<file path="src/core/fele_pkg.sv">
// Purpose: Shared constants and code tables for the line encoder.
// Assumes: One coded bit per core clock; code groups go MSB first.
// Notes:   Level codes on the line output are low, middle and high.
package fele_pkg;

    // Code groups for control symbols.
    localparam logic [4:0] FELE_CG_IDLE  = 5'h1f;
    localparam logic [4:0] FELE_CG_SSD1  = 5'h18;
    localparam logic [4:0] FELE_CG_SSD2  = 5'h11;
    localparam logic [4:0] FELE_CG_ESD1  = 5'h0d;
    localparam logic [4:0] FELE_CG_ESD2  = 5'h07;
    localparam logic [4:0] FELE_CG_TXERR = 5'h04;

    // Serialiser: bit index on which the next group is loaded.
    localparam logic [2:0] FELE_BIT_LAST = 3'h4;

    // Frame field lengths in octets.
    localparam int FELE_OCT_PRE     = 8;
    localparam int FELE_OCT_DA      = 6;
    localparam int FELE_OCT_SA      = 6;
    localparam int FELE_OCT_LEN     = 2;
    localparam int FELE_OCT_PAY_MIN = 46;
    localparam int FELE_OCT_PAY_MAX = 1500;
    localparam int FELE_OCT_CRC     = 4;

    // Nibble counts at which each field ends, counted from the frame start, plus frame length limits and counter saturation.
    localparam logic [11:0] FELE_NIB_PRE_END = 12'(2 * FELE_OCT_PRE);
    localparam logic [11:0] FELE_NIB_DA_END  =
        12'(2 * (FELE_OCT_PRE + FELE_OCT_DA));
    localparam logic [11:0] FELE_NIB_SA_END  =
        12'(2 * (FELE_OCT_PRE + FELE_OCT_DA + FELE_OCT_SA));
    localparam logic [11:0] FELE_NIB_LEN_END =
        12'(2 * (FELE_OCT_PRE + FELE_OCT_DA + FELE_OCT_SA + FELE_OCT_LEN));
    localparam logic [11:0] FELE_NIB_MIN     =
        12'(2 * (FELE_OCT_PRE + FELE_OCT_DA + FELE_OCT_SA + FELE_OCT_LEN
                 + FELE_OCT_PAY_MIN + FELE_OCT_CRC));
    localparam logic [11:0] FELE_NIB_MAX     =
        12'(2 * (FELE_OCT_PRE + FELE_OCT_DA + FELE_OCT_SA + FELE_OCT_LEN
                 + FELE_OCT_PAY_MAX + FELE_OCT_CRC));
    localparam logic [11:0] FELE_NIB_SAT     = 12'hfff;

    // Field indication codes.
    localparam logic [2:0] FELE_FLD_IDLE = 3'h0;
    localparam logic [2:0] FELE_FLD_PRE  = 3'h1;
    localparam logic [2:0] FELE_FLD_DA   = 3'h2;
    localparam logic [2:0] FELE_FLD_SA   = 3'h3;
    localparam logic [2:0] FELE_FLD_LEN  = 3'h4;
    localparam logic [2:0] FELE_FLD_DATA = 3'h5;
    localparam logic [2:0] FELE_FLD_END  = 3'h6;

    // Three-level line codes.
    localparam logic [1:0] FELE_LVL_LOW  = 2'h0;
    localparam logic [1:0] FELE_LVL_MID  = 2'h1;
    localparam logic [1:0] FELE_LVL_HIGH = 2'h2;
    localparam logic [1:0] FELE_LVL_BAD  = 2'h3;

    // Receive control kinds.
    localparam logic [2:0] FELE_RXC_NONE  = 3'h0;
    localparam logic [2:0] FELE_RXC_IDLE  = 3'h1;
    localparam logic [2:0] FELE_RXC_SSD1  = 3'h2;
    localparam logic [2:0] FELE_RXC_SSD2  = 3'h3;
    localparam logic [2:0] FELE_RXC_ESD1  = 3'h4;
    localparam logic [2:0] FELE_RXC_ESD2  = 3'h5;
    localparam logic [2:0] FELE_RXC_TXERR = 3'h6;

    // Scrambler state after reset; any nonzero value works.
    localparam logic [10:0] FELE_SCR_SEED = 11'h7ff;

    function automatic logic [4:0] fele_enc4b5b(input logic [3:0] nib);
        logic [4:0] cg;
        cg = FELE_CG_IDLE;
        unique case (nib)
            4'h0: cg = 5'h1e;
            4'h1: cg = 5'h09;
            4'h2: cg = 5'h14;
            4'h3: cg = 5'h15;
            4'h4: cg = 5'h0a;
            4'h5: cg = 5'h0b;
            4'h6: cg = 5'h0e;
            4'h7: cg = 5'h0f;
            4'h8: cg = 5'h12;
            4'h9: cg = 5'h13;
            4'ha: cg = 5'h16;
            4'hb: cg = 5'h17;
            4'hc: cg = 5'h1a;
            4'hd: cg = 5'h1b;
            4'he: cg = 5'h1c;
            4'hf: cg = 5'h1d;
        endcase
        return cg;
    endfunction

    // Returns {is_data, nibble}; is_data low for any non-data group.
    function automatic logic [4:0] fele_dec5b4b(input logic [4:0] cg);
        logic [4:0] res;
        res = 5'h00;
        for (int n = 0; n < 16; n++)
        begin
            if (fele_enc4b5b(4'(n)) == cg)
            begin
                res = {1'b1, 4'(n)};
            end
        end
        return res;
    endfunction

    function automatic logic fele_is_invalid(input logic [4:0] cg);
        return (cg == 5'h00) || (cg == 5'h01) || (cg == 5'h02) ||
               (cg == 5'h03) || (cg == 5'h05) || (cg == 5'h06) ||
               (cg == 5'h08) || (cg == 5'h0c) || (cg == 5'h10);
    endfunction

endpackage

</file>
<file path="src/core/fele_line_coder.sv">
// Purpose: 100 Mb/s line coding path: 4B/5B, scrambler, NRZI, MLT3.
// Assumes: One coded bit per core clock; MAC holds each nibble until take.
// Notes:   Fiber mode sends NRZI only and parks the three-level output.
// How it works
// - NRZI output toggles on every one bit.
// - NRZI output holds on every zero bit.
// - TX mode gives exactly three line levels.
// - Three-level coder steps once per NRZI change in TX mode.
// - From low, step to middle then high.
// - From high, step to middle then low.
// - TX mode scrambles coded bits before NRZI.
// - Frame starts with eight preamble/SFD octets.
// - Six-octet destination address follows the preamble.
// - Six-octet source address follows the destination.
// - Payload must be 46 to 1500 octets.
// - Four-octet check field ends the data.
// - End delimiter octet, then idles between frames.
// - Data nibbles map to fixed five-bit groups.
// - Control symbols use their reserved code groups.
// - Invalid groups are never sent, flagged on receive; code 5'h19 is not flagged.
`timescale 1ns/100ps
module fele_line_coder
    import fele_pkg::*;
(
    // Clock and reset.
    input  wire logic       i_core_clk,
    input  wire logic       i_rst_b,
    // Mode: high for twisted pair, low for fiber.
    input  wire logic       i_mode_tx,
    // Transmit nibbles from the MAC.
    input  wire logic       i_tx_en,
    input  wire logic       i_tx_er,
    input  wire logic [3:0] i_txd,
    output logic            o_tx_take,
    output logic      [2:0] o_tx_field,
    output logic            o_tx_frame_err,
    // Line side transmit.
    output logic            o_tx_nrzi,
    output logic      [1:0] o_tx_mlt3,
    // Receive code groups and decoded output.
    input  wire logic [4:0] i_rx_code,
    input  wire logic       i_rx_code_vld,
    output logic      [3:0] o_rx_nibble,
    output logic            o_rx_data_vld,
    output logic      [2:0] o_rx_ctrl,
    output logic            o_rx_sym_err
);

    typedef enum logic [1:0] {TX_IDLE, TX_SSD2, TX_DATA, TX_ESD2}
        fele_tx_state_type;
    typedef enum logic [1:0] {ML_LOW, ML_MID_UP, ML_HIGH, ML_MID_DN}
        fele_mlt_state_type;

    fele_tx_state_type  tx_state_ff;
    fele_tx_state_type  nxt_tx_state;
    fele_mlt_state_type mlt_state_ff;
    fele_mlt_state_type nxt_mlt_state;
    logic [4:0]  shift_ff;
    logic [4:0]  nxt_shift;
    logic [2:0]  bit_cnt_ff;
    logic [2:0]  nxt_bit_cnt;
    logic [11:0] nib_cnt_ff;
    logic [11:0] nxt_nib_cnt;
    logic        frame_err_ff;
    logic        nxt_frame_err;
    logic [10:0] scr_ff;
    logic [10:0] nxt_scr;
    logic        nrzi_ff;
    logic        nxt_nrzi;
    logic [1:0]  mlt3_ff;
    logic [1:0]  nxt_mlt3;
    logic [2:0]  field_ff;
    logic [2:0]  nxt_field;
    logic        load;
    logic        scr_key;
    logic        line_bit;
    logic [11:0] nib_inc;

    // Framing and serialiser.
    always_comb
    begin
        load          = (bit_cnt_ff == FELE_BIT_LAST);
        nib_inc       = (nib_cnt_ff == FELE_NIB_SAT) ? nib_cnt_ff
                                                     : nib_cnt_ff + 12'h001;
        nxt_tx_state  = tx_state_ff;
        nxt_nib_cnt   = nib_cnt_ff;
        nxt_frame_err = 1'b0;
        nxt_bit_cnt   = load ? 3'h0 : bit_cnt_ff + 3'h1;
        nxt_shift     = {shift_ff[3:0], 1'b0};
        o_tx_take     = 1'b0;
        if (load)
        begin
            unique case (tx_state_ff)
                TX_IDLE:
                begin
                    if (i_tx_en)
                    begin
                        // First two preamble nibbles are replaced by the start pair.
                        nxt_shift    = FELE_CG_SSD1;
                        nxt_tx_state = TX_SSD2;
                        nxt_nib_cnt  = 12'h001;
                        o_tx_take    = 1'b1;
                    end
                    else
                    begin
                        nxt_shift = FELE_CG_IDLE;
                    end
                end
                TX_SSD2:
                begin
                    nxt_shift    = FELE_CG_SSD2;
                    nxt_tx_state = TX_DATA;
                    nxt_nib_cnt  = nib_inc;
                    o_tx_take    = 1'b1;
                end
                TX_DATA:
                begin
                    if (i_tx_en)
                    begin
                        nxt_shift   = i_tx_er ? FELE_CG_TXERR
                                              : fele_enc4b5b(i_txd);
                        nxt_nib_cnt = nib_inc;
                        o_tx_take   = 1'b1;
                    end
                    else
                    begin
                        // Whole octets, fixed fields plus check plus payload.
                        nxt_frame_err = nib_cnt_ff[0] ||
                                        (nib_cnt_ff < FELE_NIB_MIN) ||
                                        (nib_cnt_ff > FELE_NIB_MAX);
                        nxt_shift     = FELE_CG_ESD1;
                        nxt_tx_state  = TX_ESD2;
                    end
                end
                TX_ESD2:
                begin
                    nxt_shift    = FELE_CG_ESD2;
                    nxt_tx_state = TX_IDLE;
                    nxt_nib_cnt  = 12'h000;
                end
            endcase
        end
    end

    // Field tracking of the group now on the line.
    always_comb
    begin
        nxt_field = field_ff;
        if (load)
        begin
            if (nxt_tx_state == TX_IDLE && tx_state_ff == TX_IDLE)
            begin
                nxt_field = FELE_FLD_IDLE;
            end
            else if (nxt_tx_state == TX_ESD2 || tx_state_ff == TX_ESD2)
            begin
                nxt_field = FELE_FLD_END;
            end
            else if (nxt_nib_cnt <= FELE_NIB_PRE_END)
            begin
                nxt_field = FELE_FLD_PRE;
            end
            else if (nxt_nib_cnt <= FELE_NIB_DA_END)
            begin
                nxt_field = FELE_FLD_DA;
            end
            else if (nxt_nib_cnt <= FELE_NIB_SA_END)
            begin
                nxt_field = FELE_FLD_SA;
            end
            else if (nxt_nib_cnt <= FELE_NIB_LEN_END)
            begin
                nxt_field = FELE_FLD_LEN;
            end
            else
            begin
                nxt_field = FELE_FLD_DATA;
            end
        end
    end

    // Scrambler, NRZI and three-level coder.
    always_comb
    begin
        scr_key  = scr_ff[10] ^ scr_ff[8];
        nxt_scr  = {scr_ff[9:0], scr_key};
        line_bit = shift_ff[4] ^ (i_mode_tx & scr_key);
        nxt_nrzi = nrzi_ff ^ line_bit;
        nxt_mlt_state = mlt_state_ff;
        if (line_bit && i_mode_tx)
        begin
            unique case (mlt_state_ff)
                ML_LOW:    nxt_mlt_state = ML_MID_UP;
                ML_MID_UP: nxt_mlt_state = ML_HIGH;
                ML_HIGH:   nxt_mlt_state = ML_MID_DN;
                ML_MID_DN: nxt_mlt_state = ML_LOW;
            endcase
        end
        unique case (nxt_mlt_state)
            ML_LOW:    nxt_mlt3 = FELE_LVL_LOW;
            ML_HIGH:   nxt_mlt3 = FELE_LVL_HIGH;
            ML_MID_UP: nxt_mlt3 = FELE_LVL_MID;
            ML_MID_DN: nxt_mlt3 = FELE_LVL_MID;
        endcase
        if (!i_mode_tx)
        begin
            nxt_mlt3 = FELE_LVL_MID;
        end
    end

    always_ff @(posedge i_core_clk or negedge i_rst_b)
    begin
        if (!i_rst_b)
        begin
            tx_state_ff  <= TX_IDLE;
            mlt_state_ff <= ML_LOW;
            shift_ff     <= FELE_CG_IDLE;
            bit_cnt_ff   <= 3'h0;
            nib_cnt_ff   <= 12'h000;
            frame_err_ff <= 1'b0;
            scr_ff       <= FELE_SCR_SEED;
            nrzi_ff      <= 1'b0;
            mlt3_ff      <= FELE_LVL_LOW;
            field_ff     <= FELE_FLD_IDLE;
        end
        else
        begin
            tx_state_ff  <= nxt_tx_state;
            mlt_state_ff <= nxt_mlt_state;
            shift_ff     <= nxt_shift;
            bit_cnt_ff   <= nxt_bit_cnt;
            nib_cnt_ff   <= nxt_nib_cnt;
            frame_err_ff <= nxt_frame_err;
            scr_ff       <= nxt_scr;
            nrzi_ff      <= nxt_nrzi;
            mlt3_ff      <= nxt_mlt3;
            field_ff     <= nxt_field;
        end
    end

    assign o_tx_nrzi      = nrzi_ff;
    assign o_tx_mlt3      = mlt3_ff;
    assign o_tx_field     = field_ff;
    assign o_tx_frame_err = frame_err_ff;

    fele_rx_decode u_rx_decode
    (
        .i_core_clk (i_core_clk),
        .i_rst_b    (i_rst_b),
        .i_code     (i_rx_code),
        .i_code_vld (i_rx_code_vld),
        .o_nibble   (o_rx_nibble),
        .o_data_vld (o_rx_data_vld),
        .o_ctrl     (o_rx_ctrl),
        .o_sym_err  (o_rx_sym_err)
    );

    a_nrzi_one_toggles: assert property (
        @(posedge i_core_clk) disable iff (!i_rst_b)
        line_bit |=> (o_tx_nrzi != $past(o_tx_nrzi)))
        else $error("NRZI did not toggle on a one.");

    a_nrzi_zero_holds: assert property (
        @(posedge i_core_clk) disable iff (!i_rst_b)
        !line_bit |=> $stable(o_tx_nrzi))
        else $error("NRZI changed on a zero.");

    a_mlt3_three_levels: assert property (
        @(posedge i_core_clk) disable iff (!i_rst_b)
        (o_tx_mlt3 != FELE_LVL_BAD) &&
        (!$past(i_mode_tx) -> (o_tx_mlt3 == FELE_LVL_MID)))
        else $error("Three-level output left its legal levels.");

    a_mlt3_single_step: assert property (
        @(posedge i_core_clk) disable iff (!i_rst_b)
        ($past(i_mode_tx) && $past(i_mode_tx, 2))
            |-> ($changed(o_tx_nrzi)
                 ? (o_tx_mlt3 == $past(o_tx_mlt3) + 2'h1 ||
                    o_tx_mlt3 == $past(o_tx_mlt3) - 2'h1)
                 : $stable(o_tx_mlt3)))
        else $error("Three-level output moved wrongly.");

    a_mlt3_rise_path: assert property (
        @(posedge i_core_clk) disable iff (!i_rst_b)
        (i_mode_tx && mlt_state_ff == ML_LOW && line_bit)
            |=> (o_tx_mlt3 == FELE_LVL_MID))
        else $error("Low level did not step to middle.");

    a_mlt3_fall_path: assert property (
        @(posedge i_core_clk) disable iff (!i_rst_b)
        (i_mode_tx && mlt_state_ff == ML_HIGH && line_bit)
            |=> (o_tx_mlt3 == FELE_LVL_MID) ##0 (mlt_state_ff == ML_MID_DN))
        else $error("High level did not step down to middle.");

    a_scr_running: assert property (
        @(posedge i_core_clk) disable iff (!i_rst_b)
        (scr_ff != 11'h000) &&
        (!$past(i_rst_b) || (scr_ff != $past(scr_ff))))
        else $error("Scrambler stalled or locked at zero.");

    a_ssd_pair: assert property (
        @(posedge i_core_clk) disable iff (!i_rst_b)
        (load && tx_state_ff == TX_IDLE && i_tx_en)
            |=> (shift_ff == FELE_CG_SSD1) ##5 (shift_ff == FELE_CG_SSD2))
        else $error("Start delimiter pair not sent.");

    a_esd_pair: assert property (
        @(posedge i_core_clk) disable iff (!i_rst_b)
        (load && tx_state_ff == TX_DATA && !i_tx_en)
            |=> (shift_ff == FELE_CG_ESD1) ##5 (shift_ff == FELE_CG_ESD2)
            ##5 (shift_ff == FELE_CG_IDLE))
        else $error("End delimiter pair or idle not sent.");

    a_data_mapping: assert property (
        @(posedge i_core_clk) disable iff (!i_rst_b)
        (load && tx_state_ff == TX_DATA && i_tx_en && !i_tx_er)
            |=> (shift_ff == fele_enc4b5b($past(i_txd))))
        else $error("Data nibble mapped to wrong code group.");

    a_no_invalid_sent: assert property (
        @(posedge i_core_clk) disable iff (!i_rst_b)
        (bit_cnt_ff == 3'h0) |-> !fele_is_invalid(shift_ff))
        else $error("Invalid code group sent.");

    a_short_frame_err: assert property (
        @(posedge i_core_clk) disable iff (!i_rst_b)
        (load && tx_state_ff == TX_DATA && !i_tx_en &&
         nib_cnt_ff < FELE_NIB_MIN) |=> o_tx_frame_err)
        else $error("Short frame not flagged.");

endmodule // fele_line_coder

</file>
<file path="src/core/fele_rx_decode.sv">
// Purpose: Receive code group decoder with symbol error flagging.
// Assumes: Groups arrive aligned and descrambled, one per valid strobe.
// Notes:   Outputs are registered; only the nibble stands until the next strobe, the rest clear.
`timescale 1ns/100ps
module fele_rx_decode
    import fele_pkg::*;
(
    // Clock and reset.
    input  wire logic       i_core_clk,
    input  wire logic       i_rst_b,
    // Aligned code groups.
    input  wire logic [4:0] i_code,
    input  wire logic       i_code_vld,
    // Decoded output.
    output logic      [3:0] o_nibble,
    output logic            o_data_vld,
    output logic      [2:0] o_ctrl,
    output logic            o_sym_err
);

    logic [3:0] nibble_ff;
    logic [3:0] nxt_nibble;
    logic       data_vld_ff;
    logic       nxt_data_vld;
    logic [2:0] ctrl_ff;
    logic [2:0] nxt_ctrl;
    logic       sym_err_ff;
    logic       nxt_sym_err;
    logic [4:0] dec;

    always_comb
    begin
        dec          = fele_dec5b4b(i_code);
        nxt_nibble   = nibble_ff;
        nxt_data_vld = 1'b0;
        nxt_ctrl     = FELE_RXC_NONE;
        nxt_sym_err  = 1'b0;
        if (i_code_vld)
        begin
            nxt_data_vld = dec[4];
            nxt_nibble   = dec[4] ? dec[3:0] : 4'h0;
            nxt_sym_err  = fele_is_invalid(i_code);
            unique case (i_code)
                FELE_CG_IDLE:  nxt_ctrl = FELE_RXC_IDLE;
                FELE_CG_SSD1:  nxt_ctrl = FELE_RXC_SSD1;
                FELE_CG_SSD2:  nxt_ctrl = FELE_RXC_SSD2;
                FELE_CG_ESD1:  nxt_ctrl = FELE_RXC_ESD1;
                FELE_CG_ESD2:  nxt_ctrl = FELE_RXC_ESD2;
                FELE_CG_TXERR: nxt_ctrl = FELE_RXC_TXERR;
                default:       nxt_ctrl = FELE_RXC_NONE;
            endcase
        end
    end

    always_ff @(posedge i_core_clk or negedge i_rst_b)
    begin
        if (!i_rst_b)
        begin
            nibble_ff   <= 4'h0;
            data_vld_ff <= 1'b0;
            ctrl_ff     <= FELE_RXC_NONE;
            sym_err_ff  <= 1'b0;
        end
        else
        begin
            nibble_ff   <= nxt_nibble;
            data_vld_ff <= nxt_data_vld;
            ctrl_ff     <= nxt_ctrl;
            sym_err_ff  <= nxt_sym_err;
        end
    end

    assign o_nibble   = nibble_ff;
    assign o_data_vld = data_vld_ff;
    assign o_ctrl     = ctrl_ff;
    assign o_sym_err  = sym_err_ff;

    a_invalid_flagged: assert property (
        @(posedge i_core_clk) disable iff (!i_rst_b)
        (i_code_vld && fele_is_invalid(i_code))
            |=> (o_sym_err && !o_data_vld))
        else $error("Invalid code group not flagged as symbol error.");

endmodule // fele_rx_decode

</file>
<file path="config.mk">
export PLATFORM = sky130hd
export DESIGN_NAME = fele_line_coder
export DESIGN_NICKNAME = d
export VERILOG_FILES = /design/src/core/fele_pkg.sv /design/src/core/fele_line_coder.sv /design/src/core/fele_rx_decode.sv
export SDC_FILE = /design/constraint.sdc
export NUM_CORES = 1
export LEC_CHECK = 0
export ABC_AREA = 1
export BUFFER_PORTS_ARGS = -buffer_cell sky130_fd_sc_hd__buf_4
export CAP_MARGIN = 20
export CORE_MARGIN = 1
export CORE_UTILIZATION = 59
export CTS_CLUSTER_SIZE = 14
export DETAILED_ROUTE_END_ITERATION = 8
export PLACE_DENSITY_LB_ADDON = 0.2
export RECOVER_POWER = 25
export SYNTH_ARGS = -nofsm -noshare
export SYNTH_HDL_FRONTEND = slang
export SYNTH_SLANG_ARGS = --single-unit
export TNS_END_PERCENT = 1
</file>
<file path="constraint.sdc">
create_clock -name i_core_clk -period 2.5 [get_ports i_core_clk]
set_input_delay 0.125 -clock i_core_clk [delete_from_list [all_inputs] [get_ports i_core_clk]]
set_output_delay 0.125 -clock i_core_clk [all_outputs]
set_load 0.005 [all_outputs]
</file>
==> summary.md <==
| Metric | Value |
|---|---|
| Vias in the first global route | 2,929 |
| Netlist cell types | 46 |
| Leakage power | roughly 1.9 nW |
| Total global-route track usage | 29.6% |
| Top cell type's share of synthesized area | roughly 27% |
| Mapped Cells | 440 |
| Peak supply drop | slightly above 500 uV |
| Area grow syn2layout | 15.9% |
| Area contributors post-synth | dfrtp_1 (27%), dfstp_2 (13%), nand2_1 (13%) |
| Crit path time final | 2.37 ns |
| CTS tree | yes |
| Design area | ~3800 um^2 |
| First-pass GRT wire length | 13,800 um |
| Ys Warns | 0 |
| Initial Util | between 60% and 70% |
| Routed WL | 8370 um |
| Initial antenna violation count | 0 |
| Die height | 76.4 um |
| Synth area leader | dfrtp_1 |
| Seq/Total Area, Yosys | 39.7% |
| Std-Cell Rows | 26 |
| Final WS setup | between 0.1 and 0.15 ns |
| Mapped Avg Cell Area | ~7.4 um^2 |
| Die width | 76.4 um |
| Initial DRC Count | 445 |
| Layout cells sized above 1 | 23.5% |
| Slew HR | 17.5% |
| Drt via density | 5.79 |
| Routed vias | 3,211 |
| Largest net degree at the start of global routing | 52 |
| Synth Net Count | 466 |
| WS Path Type | register to register |
| DP Worst Slack | 0.0476 ns |
| Fmax | 421 MHz |
| Worst Hold Class | input pin to register |
| Io pins | 32 |
| Pins Over Slew Limit | 0 |
| CTS HTree Levels | 2 |
| # port buffers | 31 |
| GP Congestion | 1.03 |
| Arrival time worst endpoint | 2.59 ns |
| Clock Latency Late Sink | 0.31 ns |
| Worst r2r path cells | 13 |
| Worst path required time | 2.71 ns |
| TritonCTS Buffers | 5 |
| Routed length per placed instance | 15.1 um |
| Drt first pass iters | 5 |
| Core box area | 5200 um^2 |
| Post-detail-place hpwl | 5890 um |
| Max Cap Violations | 0 |
| Outcome | complete, no violations |
| PwrDens | 1050 nW/um^2 |
| Final Util | 72.7% |
| CTS root buf | clkbuf_8 |
| Setup violations, final | 0 |
| # DRC | 0 |
| Worst slew pin tran | 1.24 ns |
| Antenna Nets Post-Route | 0 |
| Area after detailed placement | between 3000 and 4000 um^2 |
| Gr ovfl total | 0 |
| Worst-path maximum fanout | 16 |
| Worst Setup End Kind | register |
| Hold-critical path depth | 3 |
| Reg clk slew, reported paths | 0.10 ns |
| Die area | 5840 um^2 |
| Worst-case clock skew | 0.00789 ns |
| Clock tree buffer depth | 2 |
| Setup TNS | 0 ns |
| Clk sink count | 51 |
| Antenna cells | 0 |
| Final #Nets | 510 |
| Fin crit share | 95.0% |
| Final Hold Fails | 0 |
| Startpoint class of the critical path | register |
| Synthesized area | 3270 um^2 |
| FF+latch count, synth | 51 |
[synth_stat cells (all sizes together)]
| cell | n |
|---|---|
| nand2 | 116 |
| inv | 64 |
| nand3 | 49 |
| nor2 | 48 |
| dfrtp | 35 |
| o21ai | 30 |
| a21oi | 17 |
| dfstp | 16 |
| ha | 11 |
| a31oi | 6 |
| nand4 | 6 |
| nor3 | 6 |
| buf | 4 |
| o211ai | 4 |
| clkbuf | 3 |
| nand3b | 3 |
| o31ai | 3 |
| or2 | 3 |
| xnor2 | 3 |
| xor2 | 3 |
| a2111oi | 1 |
| a21boi | 1 |
| a21o | 1 |
| a22oi | 1 |
| a311oi | 1 |
| and2 | 1 |
| clkinv | 1 |
| nor3b | 1 |
| o22ai | 1 |
| o41ai | 1 |
[final timing paths]
kind / startpoint / end / slack [ns]
worst min register to register: scr_ff[6] / scr_ff[7] / 0.36
worst max-delay path: bit_cnt_ff[0] / o_tx_field[1] / 0.13
max in group asynchronous: i_rst_b / tx_state_ff[1] / 1.07
worst max register to register: bit_cnt_ff[0] / o_tx_field[1] / 0.13
min in group asynchronous: i_rst_b / bit_cnt_ff[2] / 0.61
worst min-delay path: i_rx_code_vld / u_rx_decode.o_ctrl[2] / 0.06
[metal layers]
metal / wire, um / up-vias / GRT usage (%) / share of wire [%]
met5: 0 / - / 0 / 0
met4: 148 / 0 / 7.50 / 1.8
li1: - / 1508 / - / -
met1: 3500 / 1478 / 40.2 / 42
met2: 3980 / 202 / 49.1 / 48
met3: 734 / 23 / 4.79 / 8.8
[final cells by class]
cell class | instances | area (um^2)
Multi-Input combinational cell | 317 | 1720
Fill cell | 404 | 1420
Sequential cell | 51 | 1300
Timing Repair Buffer | 44 | 330
Inverter | 65 | 250
Tap cell | 70 | 87.6
Clock buffer | 5 | 68.8
Clock inverter | 3 | 26.3
[cell families after synthesis]
kind of cell	Yosys count	synth area share [%]
buffers and inverters	72	9.04
DFF	51	39.7
adders and majority gates	11	4.21
xor gates and xnor gates	6	1.61
and+or+nand+nor	233	33.3
AOI/OAI and AO/OA	67	12.1
[flip-flops by register name, indices dropped and copies added, names as in the netlist, 2 cells and up]
name                  count
bit_cnt_ff                3
mlt_state_ff              2
nib_cnt_ff               12
o_tx_field                3
o_tx_mlt3                 2
scr_ff                   11
shift_ff                  5
tx_state_ff               2
u_rx_decode.o_ctrl        3
u_rx_decode.o_nibble      4
[cell usage in the layout (no fill, tap or decap), types with 5 or more instances in the layout]
master / count
a21oi_1: 15
a31oi_1: 6
buf_4: 40
clkbuf_8: 5
dfrtp_1: 33
dfstp_2: 15
ha_1: 8
inv_1: 53
inv_2: 9
nand2_1: 109
nand2_2: 7
nand3_1: 44
nand3_2: 5
nand4_1: 6
nor2_1: 37
nor2_2: 7
nor3_1: 6
o21ai_0: 24
[through the flow]
step                      power (mW)  hold WS [ns]  instances
final                           3.96        0.0574        555
after global routing            4.28        0.0639        555
after CTS                       3.76        0.0478        551
after detailed placement        3.23         0.182        542
after global placement          3.18         0.178        542
after floorplan                 2.62        -0.171        440
[power breakdown]
group	total, mW	switching (mW)	internal (mW)
Combinational	2.27	1.41	0.858
Clock	0.507	0.298	0.209
Sequential	1.19	0.175	1.01
Total	3.96	1.88	2.08
[worst max-delay path, cell delays in order, from the launching register on]
cell and delay (ns):
dfrtp_1 0.42, inv_1 0.07, ha_1 0.16, nand2_2 0.14, buf_6 0.20, o31ai_1 0.27, nand2_1 0.14, o21ai_2 0.11
nand3_2 0.11, or2_1 0.24, a21oi_2 0.17, nor2_1 0.06, o21ai_1 0.11, nand2_1 0.06
[what timing repair did]
action	4_1_cts	5_1_grt
setup buffers	0	4
endpoints found under the setup margin	0	3
hold endpoints to repair	35	0
resized for setup	0	19
hold buffers	1	0
No activity file was read; power rests on OpenSTA's default activity.
